### src/hw/wdt_defs.svh
`ifndef WDT_DEFS_SVH
`define WDT_DEFS_SVH
`define WDT_CTRL_OFS        8'hD8
`define WDT_BIT_RESTART     0
`define WDT_BIT_RST_EN      1
`define WDT_BIT_CAUSE       2
`define WDT_BIT_IRQ_FLAG    3
`define WDT_BIT_SEL_LO      6
`define WDT_BIT_SEL_HI      7
`define WDT_SEL_RESET       2'h3
`define WDT_BASE_LOG2       16
`define WDT_GRACE_CLKS      256
`define WDT_RST_HOLD_CLKS   30
`endif

### src/hw/wdt_pkg.sv
`default_nettype none
package wdt_pkg;
  typedef enum logic [1:0] {
    WDT_ST_COUNT,
    WDT_ST_GRACE,
    WDT_ST_RESET
  } wdt_state_t;
  typedef struct packed {
    logic [1:0] period_sel;
    logic       dog_reset_enable;
    logic       dog_irq_enable;
    logic       global_irq_enable;
  } wdt_cfg_t;
endpackage
`default_nettype wire

### src/hw/wdt_divider.sv
`include "wdt_defs.svh"
`default_nettype none
module wdt_divider #(
  parameter int BASE_LOG2 = `WDT_BASE_LOG2
) (
  input  wire logic       i_clk,
  input  wire logic       i_ce,
  input  wire logic       i_clear,
  input  wire logic [1:0] i_sel,
  output logic            o_tick
);
  localparam int W = BASE_LOG2 + 5;
  logic [W-1:0] cnt_reg;
  logic [W-1:0] lim;
  // Free-running chain; limit = 1,4,16,32 x base
  always_ff @(posedge i_clk) begin
    if (i_clear) begin
      cnt_reg <= '0;
    end else if (i_ce) begin
      cnt_reg <= (cnt_reg == lim) ? '0 : cnt_reg + 1'b1;
    end
  end
  always_comb begin
    case (i_sel)
      2'h0:    lim = W'((64'h1 << BASE_LOG2) - 1);
      2'h1:    lim = W'((64'h4 << BASE_LOG2) - 1);
      2'h2:    lim = W'((64'h10 << BASE_LOG2) - 1);
      default: lim = W'((64'h20 << BASE_LOG2) - 1);
    endcase
  end
  assign o_tick = i_ce && !i_clear && (cnt_reg == lim);
endmodule
`default_nettype wire

### src/hw/wdt_pulse.sv
`default_nettype none
module wdt_pulse #(
  parameter int LEN = 30
) (
  input  wire logic i_clk,
  input  wire logic i_rst_n,
  input  wire logic i_ce,
  input  wire logic i_start,
  output logic      o_active,
  output logic      o_done
);
  logic [7:0] cnt_reg;
  always_ff @(posedge i_clk) begin
    if (!i_rst_n) begin
      cnt_reg <= 8'h00;
    end else if (i_ce) begin
      if (i_start) begin
        cnt_reg <= 8'(LEN);
      end else if (cnt_reg != 8'h00) begin
        cnt_reg <= cnt_reg - 8'h01;
      end
    end
  end
  assign o_active = (cnt_reg != 8'h00);
  assign o_done   = i_ce && (cnt_reg == 8'h01);
endmodule
`default_nettype wire

### src/hw/wdt_unit.sv
// Strobed register access was decided locally.
`include "wdt_defs.svh"
`default_nettype none
// Behaviour
// - Counter chain divides system clock
// - Select 1,4,16,32 x 2^16 clocks
// - Time-out sets interrupt flag bit 3
// - Reset 256 clocks later unless restarted
// - Reset lasts 30 clocks, sets cause
// - Irq needs flag, enable, global enable
// - Reset enable gates only reset
// - Restart bit restarts counter
// - Restart bit self-clears
// - Restart only effective in period 00
// - Flag stays until software, power-on or warm reset clears
// - Software set of flag interrupts
// - Flag re-sets each interval
// - Cause cleared by power-on or write
// - Software cause set no reset
// - Reset disabled leaves cause unchanged
// - Power-on reset disables watchdog
// - Dog reset keeps enable, restarts counter
// - Period select resets to 3
module wdt_unit #(
  parameter int BASE_LOG2 = `WDT_BASE_LOG2,
  parameter int GRACE     = `WDT_GRACE_CLKS,
  parameter int HOLD      = `WDT_RST_HOLD_CLKS
) (
  input  wire logic       i_clk,
  input  wire logic       i_rst_n,
  input  wire logic       i_sys_rst_n,
  input  wire logic       i_ce,
  input  wire logic [7:0] i_addr,
  input  wire logic [7:0] i_wdata,
  input  wire logic       i_wr,
  input  wire logic       i_rd,
  input  wire logic       i_dog_irq_enable,
  input  wire logic       i_global_irq_enable,
  output logic [7:0]      o_rdata,
  output logic            o_irq,
  output logic            o_sys_reset,
  output logic            o_timeout
);
  wdt_pkg::wdt_cfg_t   cfg;
  wdt_pkg::wdt_state_t state_reg;
  logic [1:0]          sel_reg;
  logic                rst_en_reg;
  logic                flag_reg;
  logic                cause_reg;
  logic [8:0]          grace_reg;
  logic [7:0]          rdata_reg;
  logic                wr_hit;
  logic                restart;
  logic                tick;
  logic                hold_active;
  logic                hold_done;
  logic                hold_start;
  logic                warm_rst;

  assign cfg.period_sel        = sel_reg;
  assign cfg.dog_reset_enable  = rst_en_reg;
  assign cfg.dog_irq_enable    = i_dog_irq_enable;
  assign cfg.global_irq_enable = i_global_irq_enable;

  assign wr_hit   = i_wr && (i_addr == `WDT_CTRL_OFS);
  // Restart honoured only in period 00; bit is a strobe, never stored
  assign restart  = i_ce && wr_hit && i_wdata[`WDT_BIT_RESTART]
                    && (sel_reg == 2'h0);
  assign warm_rst = !i_sys_rst_n || hold_active;
  assign hold_start = i_ce && (state_reg == wdt_pkg::WDT_ST_GRACE) && (grace_reg == 9'h001)
                      && !restart;

  wdt_divider #(
    .BASE_LOG2 (BASE_LOG2)
  ) u_div (
    .i_clk   (i_clk),
    .i_ce    (i_ce),
    .i_clear (!i_rst_n || restart || warm_rst),
    .i_sel   (sel_reg),
    .o_tick  (tick)
  );

  wdt_pulse #(
    .LEN (HOLD)
  ) u_hold (
    .i_clk    (i_clk),
    .i_rst_n  (i_rst_n),
    .i_ce     (i_ce),
    .i_start  (hold_start),
    .o_active (hold_active),
    .o_done   (hold_done)
  );

  // Control bits: power-on clears enable, select goes to 3
  always_ff @(posedge i_clk) begin
    if (!i_rst_n) begin
      sel_reg    <= `WDT_SEL_RESET;
      rst_en_reg <= 1'b0;
    end else if (i_ce) begin
      if (!i_sys_rst_n) begin
        sel_reg <= `WDT_SEL_RESET;
      end else if (wr_hit) begin
        sel_reg    <= {i_wdata[`WDT_BIT_SEL_HI], i_wdata[`WDT_BIT_SEL_LO]};
        rst_en_reg <= i_wdata[`WDT_BIT_RST_EN];
      end
    end
  end

  // Interrupt flag: time-out sets, set wins over software clear, warm reset clear wins over set
  always_ff @(posedge i_clk) begin
    if (!i_rst_n) begin
      flag_reg <= 1'b0;
    end else if (i_ce) begin
      if (warm_rst) begin
        flag_reg <= 1'b0;
      end else if (tick) begin
        flag_reg <= 1'b1;
      end else if (wr_hit) begin
        flag_reg <= i_wdata[`WDT_BIT_IRQ_FLAG];
      end
    end
  end

  // Reset cause: only power-on or software clears it
  always_ff @(posedge i_clk) begin
    if (!i_rst_n) begin
      cause_reg <= 1'b0;
    end else if (i_ce) begin
      if (hold_start) begin
        cause_reg <= 1'b1;
      end else if (wr_hit) begin
        cause_reg <= i_wdata[`WDT_BIT_CAUSE];
      end
    end
  end

  // Grace window then reset hold
  always_ff @(posedge i_clk) begin
    if (!i_rst_n) begin
      state_reg <= wdt_pkg::WDT_ST_COUNT;
      grace_reg <= 9'h000;
    end else if (i_ce) begin
      case (state_reg)
        wdt_pkg::WDT_ST_COUNT: begin
          if (tick && rst_en_reg && !warm_rst) begin
            state_reg <= wdt_pkg::WDT_ST_GRACE;
            grace_reg <= 9'(GRACE);
          end
        end
        wdt_pkg::WDT_ST_GRACE: begin
          if (restart || !rst_en_reg || !i_sys_rst_n) begin
            state_reg <= wdt_pkg::WDT_ST_COUNT;
          end else if (hold_start) begin
            state_reg <= wdt_pkg::WDT_ST_RESET;
          end else begin
            grace_reg <= grace_reg - 9'h001;
          end
        end
        wdt_pkg::WDT_ST_RESET: begin
          if (hold_done) begin
            state_reg <= wdt_pkg::WDT_ST_COUNT;
          end
        end
        default: state_reg <= wdt_pkg::WDT_ST_COUNT;
      endcase
    end
  end

  // Read data one cycle after strobe; restart reads 0
  always_ff @(posedge i_clk) begin
    if (!i_rst_n) begin
      rdata_reg <= 8'h00;
    end else if (i_ce) begin
      if (i_rd && (i_addr == `WDT_CTRL_OFS)) begin
        rdata_reg <= {cfg.period_sel, 2'b00, flag_reg, cause_reg, cfg.dog_reset_enable, 1'b0};
      end else begin
        rdata_reg <= 8'h00;
      end
    end
  end

  assign o_rdata     = rdata_reg;
  assign o_irq       = flag_reg && cfg.dog_irq_enable && cfg.global_irq_enable;
  assign o_sys_reset = hold_active;
  assign o_timeout   = tick;
endmodule
`default_nettype wire

### config.mk
export PLATFORM = sky130hd
export DESIGN_NAME = wdt_unit
export DESIGN_NICKNAME = d
export VERILOG_FILES = /design/src/hw/wdt_pkg.sv /design/src/hw/wdt_divider.sv /design/src/hw/wdt_pulse.sv /design/src/hw/wdt_unit.sv
export VERILOG_INCLUDE_DIRS = /design/src /design/src/hw
export SDC_FILE = /design/constraint.sdc
export NUM_CORES = 1
export LEC_CHECK = 0
export BUFFER_PORTS_ARGS = -buffer_cell sky130_fd_sc_hd__buf_2
export CORE_ASPECT_RATIO = 0.6
export CORE_UTILIZATION = 52
export DETAILED_ROUTE_END_ITERATION = 6
export PLACE_DENSITY = 0.74
export SETUP_SLACK_MARGIN = 0.15
export SLEW_MARGIN = 0
export SYNTH_ARGS = -nofsm -noshare
export SYNTH_HDL_FRONTEND = slang
export SYNTH_SLANG_ARGS = --single-unit
### constraint.sdc
create_clock -name i_clk -period 1.95 [get_ports i_clk]
set_clock_uncertainty 0.05 [all_clocks]
set_input_delay 0.39 -clock i_clk [delete_from_list [all_inputs] [get_ports i_clk]]
set_output_delay 0.39 -clock i_clk [all_outputs]
set_load 0.02 [all_outputs]
==> summary.md <==
| Metric | Value |
|---|---|
| Clk sinks | 50 |
| Worst setup margin | -369.8 ps |
| Die Area | ~0.0054 mm^2 |
| Max FFs per register | 21 |
| Synth warn | 0 |
| Area contributors post-synth | dfxtp_1 (38%), nor2_1 (7.3%), xnor2_1 (4.9%) |
| Synthesis-stage register bit count | 50 |
| Clk_lat worst skew | roughly 320 ps |
| Number of synthesized flops with an enable pin | 0 |
| Status | complete, but fails checks |
| Peak VDD IR | around 1.3 mV |
| Post-DRT Antenna Nets | 0 |
| Setup repair after global routing missed its margin | true |
| Worst slack, placed | -331.4 ps |
| Die height | about 57 um |
| Worst slew pin tran | 495.1 ps |
| Worst path slowest cell | dfxtp_1 |
| Failing checks | setup timing |
| Synth async-reset ratio | 0% |
| CP Cell Sequence | nand4_1 > nor4_4 > o211ai_1 > nor2_4 > buf_6 |
| # IOs | 35 |
| Crit path largest cell delay | between 400 and 500 ps |
| Seq/Total Area, Yosys | a little under two fifths |
| Finish-stage setup viols | 19 |
| Routed met1 length | 4.368 mm |
| Clk root buf | clkbuf_8 |
| Area growth, synth to finish | 58.25% |
| Vias | approximately 3.4k |
| Area leader, netlist | dfxtp_1 |
| Placed insts | approximately 470 |
| Top routing layer in use | met4 |
| Post-synth top area share | roughly 38% |
| Leakage | 1.688 nW |
| HP Class | primary input to flip-flop |
| Layout Utilization | slightly below 90% |
| Row count | 19 |
| Crit path launch type | flip-flop |
| DRC Markers | 0 |
| Power per cell area | about 840 mW/mm^2 |
| Mapped Area | 0.002661 mm^2 |
| Pin count of the biggest net entering global routing | 16 |
| Fin. Hold Viols | 0 |
| Initial core utilization | a little under three fifths |
| CTS tree | done |
| First-pass GRT wire length | ~14 mm |
| DR iter-0 viols | between 400 and 500 |
| GPL Wtd Cong | 0.9147 |
| Distinct cells, synth | 56 |
| DR WL/cell | 23.00 um |
| Peak Freq | 431.1 MHz |
| Max cap viols | 0 |
| Core area | about 0.0047 mm^2 |
| Grt total ovfl | 0 |
| Vias in the first global route | roughly 2.8k |
| Initial antenna violation count | 0 |
| Layout Nets | ~470 |
| Worst slew margin | approximately two thirds |
| Final hold slack | around 310 ps |
| Clock-pin slew on the worst setup and hold paths | around 100 ps |
| CP Buf/Inv Count | 1 |
| Arrival time at the worst endpoint | roughly 1900 ps |
| Met3 routed WL | about 1.6 mm |
| CP Class | flip-flop to output port |
| First drt pass iteration count | 5 |
| # diodes | 0 |
| Dpl hpwl | 5.488 mm |
| Critical Path RT | approximately 1500 ps |
| CP Max Fanout | 3 |
| Multi-input logic area | 0.002043 mm^2 |
| Crit path capture type | output port |
| Total wire length | 11.55 mm |
| Filler cell count | 206 |
| Total Power | 0.003531 W |
| Synth Instances | ~320 |
| All-Layer GR Usage | 34.10% |
| Via/cell ratio | ~6.7 |
| CTS H-tree depth | 2 |
| Minimum clock period | about 2300 ps |
| Crit share post-route | 119.0% |
| Dominant synthesized flop cell | dfxtp_1 |
| Hold-fix buffers, CTS | 0 |
| Max clock buf depth | 2 |
| CTS Buf Count | 5 |
| Family with the most delay on the worst path | simple AND/OR/NAND/NOR gates |
| Max Slew Vio Count | 0 |
| DR WL met2 | between 4 and 5 mm |
| Share of cells above drive strength 1 | 48.52% |
| FF+latch area | 0.001021 mm^2 |
| Die width | 94.36 um |
| Finished Layout Cells | roughly 500 |
| Average size of a mapped cell | between 8 and 9 um^2 |
| Number of buffers inserted by port buffering | 29 |
## metal layers
metal	track usage (%)	vias to the layer above
met1	49.17	1542
met2	50.31	347
met4	10.33	0
met5	0	-
li1	-	1384
met3	8.267	96
## power by group
| group | internal (W) | total (W) | leakage [nW] | switching [W] |
|---|---|---|---|---|
| registers | 0.00111 | 0.00118 | 0.409 | 0.0000756 |
| logic | 0.000776 | 0.00163 | 1.22 | 0.000857 |
| clock network | 0.000327 | 0.000715 | 0.0544 | 0.000388 |
## cells by family (layout without fill, tap and decap cells)
family / Yosys count / after routing / share of synthesized area (%)
DFF: 50 / 50 / 37.61
xor gates and xnor gates: 26 / 26 / 8.557
buffers and inverters: 28 / 141 / 4.889
muxes: 2 / 2 / 0.7523
other: 1 / 3 / 0.1409
and+or+nand+nor: 152 / 155 / 29.38
adders and majority gates: 6 / 6 / 2.821
AOI/OAI and AO/OA: 56 / 56 / 15.84
## synth_stat cells, types with 2 or more instances
library cell  number
nand3_1           14
buf_4              3
xor2_1            11
and4_1             2
and3_1             3
o221a_2            2
mux2i_1            2
a2111oi_2          3
ha_1               6
o211a_1            3
nor2_1            52
o211ai_1           3
a21oi_1           13
o311ai_0           2
inv_1             14
buf_2              5
or4_1              2
o21ai_0            5
nor4_1             4
o22ai_1            3
o2bb2ai_1          2
a21boi_0           2
clkbuf_1           5
nand4_1            9
a211oi_1           2
dfxtp_1           50
nor3_1            14
nand2_1           29
or3_1              7
a22oi_1            5
nor4_4             2
xnor2_1           15
nand4b_1           2
nand2b_1           3
## cell usage in the layout, fill, tap and decap left out, types with 5 or more instances in the layout
master	netlist	layout
nand4_1	9	9
a21oi_1	13	8
nor2_4	0	10
nor2_1	52	39
xnor2_1	15	12
nor3_1	14	7
buf_2	5	26
nand2_1	29	25
or3_1	7	5
ha_1	6	5
dfxtp_2	0	13
buf_4	3	73
dfxtp_1	50	36
nor3_2	0	5
inv_1	14	12
buf_6	1	18
clkbuf_8	0	7
xor2_1	11	11
a22oi_1	5	5
nand3_1	14	12
## metrics by stage
step | TNS, ps | area (um^2)
2_1_floorplan | -850.8 | 2764
3_3_place_gp | -7550 | 3391
3_5_place_dp | -8985 | 3391
4_1_cts | -521.1 | 3864
5_1_grt | -3818 | 4212
6_report | -3030 | 4212
## final cells by class
class,instances,area share [%]
Timing Repair Buffer,119,21.63
Multi-Input combinational cell,248,48.51
Clock inverter,1,0.2080
Sequential cell,50,24.24
Tap cell,63,1.872
Inverter,14,1.248
Clock buffer,7,2.288
## worst paths after layout
kind | from | to | slack (ps) | cells after the start
setup / recovery | u_div.cnt_reg[9] | o_timeout | -370 | 5
hold / removal | i_wdata[1] | rst_en_reg | 310 | 3
hold reg to reg | o_rdata[6] | o_rdata[6] | 480 | 2
setup reg to reg | u_hold.cnt_reg[5] | grace_reg[2] | -270 | 8
## tightest hold or removal path, delay by kind of cell
family        cells  cell delay [ps]
simple gates      1              100
buf+inv           1               80
mux               1               60
## repair_timing
item                                    4_1_cts  5_1_grt
endpoints found under the setup margin       41       47
cloned                                        1        2
pin swaps                                    32       28
setup buffers                                11       13
resized for setup                            58       55
No activity file was read; power rests on OpenSTA's default activity.
